[config.mk]
export PLATFORM = sky130hd
export DESIGN_NAME = uie_usart_irq_rx
export DESIGN_NICKNAME = d
export VERILOG_FILES = /design/src/uie_pkg.sv /design/src/uie_usart_irq_rx.sv
export SDC_FILE = /design/constraint.sdc
export NUM_CORES = 1
export LEC_CHECK = 0
export ABC_AREA = 1
export BUFFER_PORTS_ARGS = -buffer_cell sky130_fd_sc_hd__buf_2
export CORE_MARGIN = 3
export CORE_UTILIZATION = 28
export CTS_CLUSTER_SIZE = 25
export DETAILED_ROUTE_END_ITERATION = 6
export SYNTH_ARGS = -nofsm -noshare
export SYNTH_HDL_FRONTEND = slang
export SYNTH_SLANG_ARGS = --single-unit
export TNS_END_PERCENT = 1
[constraint.sdc]
create_clock -name clk -period 4.41 [get_ports clk]
set_input_delay 0.882 -clock clk [delete_from_list [all_inputs] [get_ports clk]]
set_output_delay 0.882 -clock clk [all_outputs]
set_load 0.01 [all_outputs]
[src/uie_pkg.sv]
// constants, register map and carrier types for the usart irq/readout block
package uie_pkg;
    localparam logic [3:0] ADDR_RXL    = 4'h0;
    localparam logic [3:0] ADDR_RXH    = 4'h1;
    localparam logic [3:0] ADDR_TXL    = 4'h2;
    localparam logic [3:0] ADDR_TXH    = 4'h3;
    localparam logic [3:0] ADDR_STATUS = 4'h4;
    localparam logic [3:0] ADDR_IRQCTL = 4'h5;
    localparam logic [3:0] ADDR_RXTXCT = 4'h6;
    localparam logic [3:0] ADDR_FMTCTL = 4'h7;
    localparam logic [3:0] ADDR_BAUDL  = 4'h8;
    localparam logic [3:0] ADDR_BAUDH  = 4'h9;
    localparam logic [3:0] ADDR_ABWIN  = 4'hA;
    localparam logic [3:0] ADDR_DBG    = 4'hB;
    localparam logic [3:0] ADDR_EVIN   = 4'hC;
    localparam logic [3:0] ADDR_TXPL   = 4'hD;
    localparam logic [3:0] ADDR_RXPL   = 4'hE;
    // status / interrupt-control bit positions
    localparam int BIT_RXDONE  = 7;
    localparam int BIT_TXDONE  = 6;
    localparam int BIT_TXEMPTY = 5;
    localparam int BIT_RXSTART = 4;
    localparam int BIT_BADSYNC = 3;
    localparam int BIT_ABERRIE = 2;
    localparam int BIT_BREAK   = 1;
    localparam int BIT_WAITBRK = 0;
    // receive high byte bit positions
    localparam int RXH_OVR  = 6;
    localparam int RXH_FRAMING_ERROR_FLAG = 2;
    localparam int RXH_PARITY_ERROR_FLAG = 1;
    // frame format fields
    localparam int FMT_MODE_LSB = 6;
    localparam int FMT_PAR_EN   = 5;
    localparam logic [1:0] MODE_SYNC = 2'h1;
    localparam logic [1:0] MODE_SPI  = 2'h3;
    localparam logic [2:0] CHS_9LOW  = 3'h6;
    localparam logic [2:0] CHS_9HIGH = 3'h7;
    localparam int RECEIVE_MODE_SELECT_LSB = 1;
    localparam logic [1:0] RECEIVE_MODE_SELECT_LIN = 2'h3;
    localparam int EV_IR_EN = 0;
    localparam logic [1:0] RXBUF_FULL = 2'h2;
    localparam logic [7:0] RESET_BYTE = 8'h00;

    typedef struct packed {
        logic [8:0] data;
        logic       stopBit;
        logic       parityBad;
        logic       inResponse;
    } uie_rx_frame_t;

    typedef struct packed {
        logic [3:0] addr;
        logic [7:0] wrData;
        logic       wr;
        logic       rd;
    } uie_bus_t;

    typedef struct packed {
        logic [7:0]  rxTxCtl;
        logic [7:0]  fmtCtl;
        logic [15:0] baud;
        logic [7:0]  abWin;
        logic [7:0]  dbg;
        logic [7:0]  evIn;
        logic [7:0]  txPl;
        logic [7:0]  rxPl;
        logic        waitBreak;
    } uie_cfg_t;

    typedef struct packed {
        logic [8:0] data;
        logic       framing_error_flag;
        logic       parity_error_flag;
    } uie_rx_entry_t;

    typedef struct packed {
        uie_rx_entry_t [1:0] rxBuf;
        logic [1:0]  rxCount;
        logic        overrun;
        logic        txDoneIf;
        logic        txEmptyIf;
        logic        rxStartIf;
        logic        badSyncIf;
        logic        breakIf;
        logic [7:0]  irqCtl;
        uie_cfg_t    cfg;
        logic [8:0]  txData;
        logic        txLoad;
        logic [7:0]  rdData;
        logic        rxDoneVec;
        logic        txEmptyVec;
        logic        txDoneVec;
        logic        irq;
        logic        xckOut;
        logic        irPrev;
        logic        irEvent;
        logic        rxReady;
    } uie_state_t;
endpackage : uie_pkg

[src/uie_usart_irq_rx.sv]
// usart event outputs, interrupt vectors and double-buffered receive readout
// Operation
// in host sync or spi host mode the transfer clock is an event output
// infrared receive event input is detected as a pulse on clk
// receive vector from unread data, sleep start or sync error, each enabled
// tx-empty vector while enabled and transmit buffer empty
// tx-done flag once frame shifted out and buffer empty
// flags set regardless of their enable
// request while enable and flag set, held until flag clears
// receive low byte shows oldest frame bits 7:0, resets to zero
// nine-bit low-first: high read advances; otherwise low read advances
// software reads the non-advancing byte first, then the advancing byte
// high byte: done bit7, overrun bit6, framing bit2, parity bit1, d8 bit0
// receive-done flag set while buffer holds data, clears when empty
// overrun when full, frame waiting, new start; cleared by data read
// framing error set on stop bit zero, cleared on one
// parity error set when checking on and frame bad, else cleared
// nine-bit characters put the ninth data bit at high byte bit 0
// lin auto-baud: bit 0 reads 0 in identifier, 1 in response
// lin constrained auto-baud selected by receive mode value 3
//
// The plain strobed port was decided locally.
`timescale 1ns/1ps
`default_nettype none
module uie_usart_irq_rx
    import uie_pkg::*;
(
    input  wire logic          clk,
    input  wire logic          rst,
    input  wire uie_bus_t      bus,
    output logic [7:0]         regRdData,
    input  wire logic          rxFrameValid,
    input  wire uie_rx_frame_t rxFrame,
    output logic               rxReady,
    input  wire logic          rxStartBit,
    input  wire logic          rxStartSleep,
    input  wire logic          syncError,
    input  wire logic          breakDetected,
    input  wire logic          txBufEmpty,
    input  wire logic          txShiftDone,
    output logic [8:0]         txData,
    output logic               txLoad,
    input  wire logic          transferClkIn,
    input  wire logic          xckIsOutput,
    output logic               transferClockOut,
    input  wire logic          infraredEventInput,
    output logic               irRxEvent,
    output logic               receiveDoneVector,
    output logic               txBufferEmptyVector,
    output logic               txDoneVector,
    output logic               irq,
    output uie_cfg_t           cfg
);
    uie_state_t    s_q;
    uie_state_t    s_d;
    logic [1:0]    mode;
    logic          spiHost;
    logic          nineLow;
    logic          linMode;
    logic          pop;
    logic          push;
    logic          wStat;
    uie_rx_entry_t newEntry;

    assign mode    = s_q.cfg.fmtCtl[FMT_MODE_LSB +: 2];
    assign spiHost = (mode == MODE_SPI);
    assign nineLow = (s_q.cfg.fmtCtl[2:0] == CHS_9LOW);
    assign linMode = (s_q.cfg.rxTxCtl[RECEIVE_MODE_SELECT_LSB +: 2] == RECEIVE_MODE_SELECT_LIN);
    assign wStat   = bus.wr && (bus.addr == ADDR_STATUS);

    // advancing byte depends on character size
    assign pop = bus.rd && (s_q.rxCount != 2'h0)
        && ((nineLow && bus.addr == ADDR_RXH)
        || (!nineLow && bus.addr == ADDR_RXL));
    assign push = rxFrameValid && (s_q.rxCount != RXBUF_FULL);

    always_comb
    begin
        newEntry = '0;
        newEntry.data[7:0] = rxFrame.data[7:0];
        if (linMode)
        begin
            newEntry.data[8] = rxFrame.inResponse;
        end
        else if (s_q.cfg.fmtCtl[2:0] == CHS_9LOW
                 || s_q.cfg.fmtCtl[2:0] == CHS_9HIGH)
        begin
            newEntry.data[8] = rxFrame.data[8];
        end
        newEntry.framing_error_flag = !spiHost && !rxFrame.stopBit;
        newEntry.parity_error_flag = !spiHost && s_q.cfg.fmtCtl[FMT_PAR_EN]
                        && rxFrame.parityBad;
    end

    always_comb
    begin
        s_d = s_q;
        s_d.rdData = RESET_BYTE;
        s_d.txLoad = 1'b0;

        // receive buffer: pop the oldest, then append
        if (pop)
        begin
            s_d.rxBuf[0] = s_q.rxBuf[1];
            s_d.rxCount  = s_q.rxCount - 2'h1;
        end
        if (push)
        begin
            s_d.rxBuf[s_d.rxCount[0]] = newEntry;
            s_d.rxCount = s_d.rxCount + 2'h1;
        end
        s_d.rxReady = (s_d.rxCount != RXBUF_FULL);

        // overrun: data read clears, a new event wins
        if (bus.rd && (bus.addr == ADDR_RXL || bus.addr == ADDR_RXH))
        begin
            s_d.overrun = 1'b0;
        end
        if (s_q.rxCount == RXBUF_FULL && rxFrameValid && rxStartBit
            && !spiHost)
        begin
            s_d.overrun = 1'b1;
        end

        // sticky flags: write-one clears, hardware set wins
        if (wStat)
        begin
            if (bus.wrData[BIT_TXDONE])
            begin
                s_d.txDoneIf = 1'b0;
            end
            if (bus.wrData[BIT_RXSTART])
            begin
                s_d.rxStartIf = 1'b0;
            end
            if (bus.wrData[BIT_BADSYNC])
            begin
                s_d.badSyncIf = 1'b0;
            end
            if (bus.wrData[BIT_BREAK])
            begin
                s_d.breakIf = 1'b0;
            end
            s_d.cfg.waitBreak = bus.wrData[BIT_WAITBRK];
        end
        if (push)
        begin
            s_d.breakIf = 1'b0;
        end
        if (txShiftDone && txBufEmpty)
        begin
            s_d.txDoneIf = 1'b1;
        end
        if (rxStartSleep)
        begin
            s_d.rxStartIf = 1'b1;
        end
        if (syncError)
        begin
            s_d.badSyncIf = 1'b1;
        end
        if (breakDetected)
        begin
            s_d.breakIf = 1'b1;
        end
        s_d.txEmptyIf = txBufEmpty;

        // register writes
        if (bus.wr)
        begin
            if (bus.addr == ADDR_TXL)
            begin
                s_d.txData[7:0] = bus.wrData;
                s_d.txLoad = !nineLow;
            end
            else if (bus.addr == ADDR_TXH)
            begin
                s_d.txData[8] = bus.wrData[0];
                s_d.txLoad = nineLow;
            end
            else if (bus.addr == ADDR_IRQCTL)
            begin
                s_d.irqCtl = bus.wrData;
            end
            else if (bus.addr == ADDR_RXTXCT)
            begin
                s_d.cfg.rxTxCtl = bus.wrData;
            end
            else if (bus.addr == ADDR_FMTCTL)
            begin
                s_d.cfg.fmtCtl = bus.wrData;
            end
            else if (bus.addr == ADDR_BAUDL)
            begin
                s_d.cfg.baud[7:0] = bus.wrData;
            end
            else if (bus.addr == ADDR_BAUDH)
            begin
                s_d.cfg.baud[15:8] = bus.wrData;
            end
            else if (bus.addr == ADDR_ABWIN)
            begin
                s_d.cfg.abWin = bus.wrData;
            end
            else if (bus.addr == ADDR_DBG)
            begin
                s_d.cfg.dbg = bus.wrData;
            end
            else if (bus.addr == ADDR_EVIN)
            begin
                s_d.cfg.evIn = bus.wrData;
            end
            else if (bus.addr == ADDR_TXPL)
            begin
                s_d.cfg.txPl = bus.wrData;
            end
            else if (bus.addr == ADDR_RXPL)
            begin
                s_d.cfg.rxPl = bus.wrData;
            end
        end

        // register reads, data valid the following cycle
        if (bus.rd)
        begin
            if (bus.addr == ADDR_RXL)
            begin
                s_d.rdData = s_q.rxBuf[0].data[7:0];
            end
            else if (bus.addr == ADDR_RXH)
            begin
                s_d.rdData = '0;
                s_d.rdData[BIT_RXDONE] = (s_q.rxCount != 2'h0);
                s_d.rdData[RXH_OVR]  = s_q.overrun;
                s_d.rdData[RXH_FRAMING_ERROR_FLAG] = s_q.rxBuf[0].framing_error_flag;
                s_d.rdData[RXH_PARITY_ERROR_FLAG] = s_q.rxBuf[0].parity_error_flag;
                s_d.rdData[0]        = s_q.rxBuf[0].data[8];
            end
            else if (bus.addr == ADDR_TXL)
            begin
                s_d.rdData = s_q.txData[7:0];
            end
            else if (bus.addr == ADDR_TXH)
            begin
                s_d.rdData = {7'h00, s_q.txData[8]};
            end
            else if (bus.addr == ADDR_STATUS)
            begin
                s_d.rdData = {s_q.rxCount != 2'h0, s_q.txDoneIf,
                              s_q.txEmptyIf, s_q.rxStartIf,
                              s_q.badSyncIf, 1'b0, s_q.breakIf, 1'b0};
            end
            else if (bus.addr == ADDR_IRQCTL)
            begin
                s_d.rdData = s_q.irqCtl;
            end
            else if (bus.addr == ADDR_RXTXCT)
            begin
                s_d.rdData = s_q.cfg.rxTxCtl;
            end
            else if (bus.addr == ADDR_FMTCTL)
            begin
                s_d.rdData = s_q.cfg.fmtCtl;
            end
            else if (bus.addr == ADDR_BAUDL)
            begin
                s_d.rdData = s_q.cfg.baud[7:0];
            end
            else if (bus.addr == ADDR_BAUDH)
            begin
                s_d.rdData = s_q.cfg.baud[15:8];
            end
            else if (bus.addr == ADDR_ABWIN)
            begin
                s_d.rdData = s_q.cfg.abWin;
            end
            else if (bus.addr == ADDR_DBG)
            begin
                s_d.rdData = s_q.cfg.dbg;
            end
            else if (bus.addr == ADDR_EVIN)
            begin
                s_d.rdData = s_q.cfg.evIn;
            end
            else if (bus.addr == ADDR_TXPL)
            begin
                s_d.rdData = s_q.cfg.txPl;
            end
            else if (bus.addr == ADDR_RXPL)
            begin
                s_d.rdData = s_q.cfg.rxPl;
            end
        end

        // vectors follow the next flag values so they move with them
        s_d.rxDoneVec =
            ((s_d.rxCount != 2'h0) && s_d.irqCtl[BIT_RXDONE])
            || (s_d.rxStartIf && s_d.irqCtl[BIT_RXSTART])
            || (s_d.badSyncIf && s_d.irqCtl[BIT_ABERRIE]);
        s_d.txEmptyVec = s_d.txEmptyIf && s_d.irqCtl[BIT_TXEMPTY];
        s_d.txDoneVec  = s_d.txDoneIf && s_d.irqCtl[BIT_TXDONE];
        s_d.irq = s_d.rxDoneVec || s_d.txEmptyVec || s_d.txDoneVec;

        // transfer clock event only when this end drives it
        s_d.xckOut = transferClkIn && xckIsOutput
                     && (mode == MODE_SYNC || spiHost);
        s_d.irPrev  = infraredEventInput;
        s_d.irEvent = s_q.cfg.evIn[EV_IR_EN] && infraredEventInput
                      && !s_q.irPrev;
    end

    always_ff @(posedge clk or posedge rst)
    begin
        if (rst)
        begin
            s_q <= '0;
            s_q.rxReady <= 1'b1;
            s_q.txEmptyIf <= 1'b1;
        end
        else
        begin
            s_q <= s_d;
        end
    end

    assign regRdData           = s_q.rdData;
    assign rxReady             = s_q.rxReady;
    assign txData              = s_q.txData;
    assign txLoad              = s_q.txLoad;
    assign transferClockOut    = s_q.xckOut;
    assign irRxEvent           = s_q.irEvent;
    assign receiveDoneVector   = s_q.rxDoneVec;
    assign txBufferEmptyVector = s_q.txEmptyVec;
    assign txDoneVector        = s_q.txDoneVec;
    assign irq                 = s_q.irq;
    assign cfg                 = s_q.cfg;
endmodule : uie_usart_irq_rx
`default_nettype wire

==> summary.md <==
| Metric | Value |
|---|---|
| Largest net degree at the start of global routing | 58 |
| Post_cts resized | 0 |
| Yosys reg bits | ~140 |
| Synth Cell Area | between 6000 and 7000 sq um |
| Setup violators final | 0 |
| Post-DP HPWL | 15500 microns |
| Fin cells | between 1000 and 1500 |
| Rel. slew slack | 39.7% |
| Synth Area in Simple Gates | 20.2% |
| Area of placed instances | 7140 sq um |
| Setup Total Neg Slack | 0 ns |
| F_max | about 0.35 GHz |
| FP Rows | 56 |
| Worst skew pair latency | between 0.4 and 0.5 ns |
| NetSw | 1.41 mW |
| Via/cell ratio | 4.51 |
| Switching part of the total | 34.0% |
| Largest family of logic cells by synthesized area | simple AND/OR/NAND/NOR gates |
| Drt drc | 0 |
| Most frequent cell after synthesis | nand2_1 |
| Max cap viols | 0 |
| Critical path required time | about 4.7 ns |
| Post-CTS Hold Buffers | 0 |
| Compound-Gate Fraction of Synth Area | 13.0% |
| Synth top area cells | dfrtp_1 (50%), nand2_1 (14%), buf_4 (10%), o21ai_0 (9.1%), inv_1 (3.8%) |
| Fin area | 7710 sq um |
| Fin nets | 917 |
| Vias | 5449 |
| Synth async-reset ratio | 100% |
| Tot GR Track Use | between 15 and 20% |
| CP Capture Type | register |
| Final Slew Violations | 0 |
| TritonCTS clock tree | yes |
| Die X-Extent | 162 microns |
| Post-synth cell types | 35 |
| Post-layout util | between 30% and 40% |
| Number of synthesized flops with an enable pin | 0 |
| Initial antenna violation count | 0 |
| PortBufs | 135 |
| Status | completed |
| Pwr/cell area | about 540 nW/um^2 |
| First-pass GRT wire length | 31200 microns |
| Yosys top cell by area | dfrtp_1 |
| Htree depth | 4 |
| Post-Syn Instances | 833 |
| Multiplexer share of the synthesized area | 0.147% |
| Clock slew at reported path FFs | 0.06 ns |
| Leakage | roughly 4 nW |
| Power share of the combinational group | 23.0% |
| GP Congestion | approximately 0.84 |
| DR WL/cell | 17.1 microns |
| Core region area | between 20000 and 25000 sq um |
| Post-synthesis sequential area ratio | between 50% and 60% |
| Synth Area in XOR/XNOR | less than 1% |
| Die height | 162 microns |
| Placed insts | 1176 |
| Post-synthesis adder-cell area fraction | 0.552% |
| Ratio of final minimum period to clock period | 65.0% |
| Routed wire length | around 21000 microns |
| 1st-pass router iterations | 5 |
| Root Driver | clkbuf_16 |
| Clock sinks | around 140 |
| Tmin final | 2.87 ns |
| Synth cell count leaders | nand2_1 (256), dfrtp_1 (135), o21ai_0 (124), buf_4 (91), inv_1 (69) |
| Slew at the pin closest to its max-slew limit | 0.903 ns |
| Initial Utilization | between 20% and 30% |
| Crit Path Class | in -> reg |
| Syn Nets | ~900 |
| Yosys warns | 0 |
| Internal power | 2.73 mW |
| CP Data Arrival Time | 3.14 ns |
| Avg Cell Area, Syn | 8.17 sq um |
| Crit-path max FO | 23 |
| Vias in the first global route | 5189 |
| Final setup skew | 0.0100 ns |
| Min-Delay Path Class | reg -> reg |
| Max VDD drop | 203 uV |
| Remaining antenna violation count | 0 |
| Clock buffer depth | 2 |
| P&R area growth vs syn | 13.4% |
| Setup bufs post-CTS | 0 |
| Global route total overflow | 0 |
| Ports | 136 |
| CTS buffer count | 17 |
| Share of layout cells above drive strength 1 | 21.4% |
| Synth Flop Type | dfrtp_1 |
| Die area | 26200 sq um |
| Pwr Total | between 4 and 5 mW |
| Final Hold Vio Count | 0 |
| Antenna diode count | 0 |
| Synth top area share | between 40% and 50% |
| Clk network pwr share | 33.4% |
| CP startpoint kind | input port |
| Sequential power share | 43.7% |
| Initial DRC Count | 453 |
| RSZ-0062 raised after global routing | false |
## cell usage in the layout (no fill, tap or decap), types with 4 or more instances in the layout
| cell | netlist | layout |
|---|---|---|
| o21ai_0 | 124 | 124 |
| nor2_2 | 4 | 4 |
| o22ai_1 | 11 | 11 |
| inv_1 | 69 | 68 |
| clkinv_2 | 0 | 4 |
| dfrtp_1 | 135 | 135 |
| a21oi_1 | 19 | 19 |
| or2_2 | 4 | 4 |
| inv_6 | 0 | 4 |
| buf_4 | 91 | 4 |
| nand2_1 | 256 | 256 |
| nand3_1 | 24 | 24 |
| nor2_1 | 33 | 33 |
| nand4_1 | 7 | 7 |
| buf_2 | 7 | 135 |
| clkinvlp_4 | 0 | 4 |
| clkbuf_16 | 0 | 17 |
## critical path, cell delays in order
cell and delay (ns):
buf_2 0.12, nor2_1 0.29, nand2_2 0.18, nand2_1 0.13
nand3_2 0.37, xor2_2 0.34, ha_1 0.63, o21ai_0 0.19
## layer usage
metal  track usage (%)  wire, microns  share of wire, %
met5                 0              0                 0
met4              5.20            382               1.9
met3              5.38           1540               7.5
met2              24.0           9240                45
met1              21.2           9460                46
## sequential cells by signal (all words and copies together) (netlist names)
register             flops
cfg                     73
irRxEvent                1
irq                      1
receiveDoneVector        1
regRdData                8
rxReady                  1
s_q                     39
transferClockOut         1
txBufferEmptyVector      1
txData                   9
txDoneVector             1
txLoad                   1
## power by group through the flow
| stage | sequential [mW] | clock, mW | combinational [mW] |
|---|---|---|---|
| floorplan | 1.74 | 0 | 0.812 |
| global placement | 1.82 | 0 | 0.941 |
| detailed placement | 1.82 | 0 | 0.963 |
| CTS | 1.81 | 1.40 | 0.967 |
| global route | 1.84 | 1.46 | 1.08 |
| finish | 1.81 | 1.38 | 0.951 |
## per-stage QoR
stage | worst slack (ns) | hold WS (ns)
floorplan | 1.82 | 0.377
global placement | 1.21 | 0.382
detailed placement | 1.13 | 0.383
CTS | 1.58 | 0.391
global route | 1.28 | 0.405
finish | 1.54 | 0.389
## worst paths after layout
kind | slack [ns] | startpoint | end | depth (start not counted)
worst max-delay path | 1.54 | bus[13] | s_q[128] | 8
worst min-delay path | 0.39 | s_q[2] | irRxEvent | 1
worst max register to register | 1.84 | s_q[113] | s_q[128] | 7
worst min register to register | 0.39 | s_q[2] | irRxEvent | 1
max in group asynchronous | 2.88 | rst | s_q[110] | 3
min in group asynchronous | 0.63 | rst | txBufferEmptyVector | 2
## final cells by class
| cell class | count | area [sq um] |
|---|---|---|
| inverter | 70 | 267 |
| fill | 2553 | 16000 |
| tap | 319 | 399 |
| sequential | 137 | 3430 |
| clock inverter | 13 | 116 |
| multi-input combinational | 510 | 2320 |
| timing repair buffer | 140 | 726 |
| clock buffer | 19 | 453 |
## cell families (layout without fill, tap and decap cells)
kind of cell	after synthesis	after routing
AOI/OAI and AO/OA	168	168
xor gates and xnor gates	1	1
adders and majority gates	3	3
buffers and inverters	186	242
DFF	137	137
muxes	1	1
and+or+nand+nor	337	337
(Power assumes the default switching activity.)
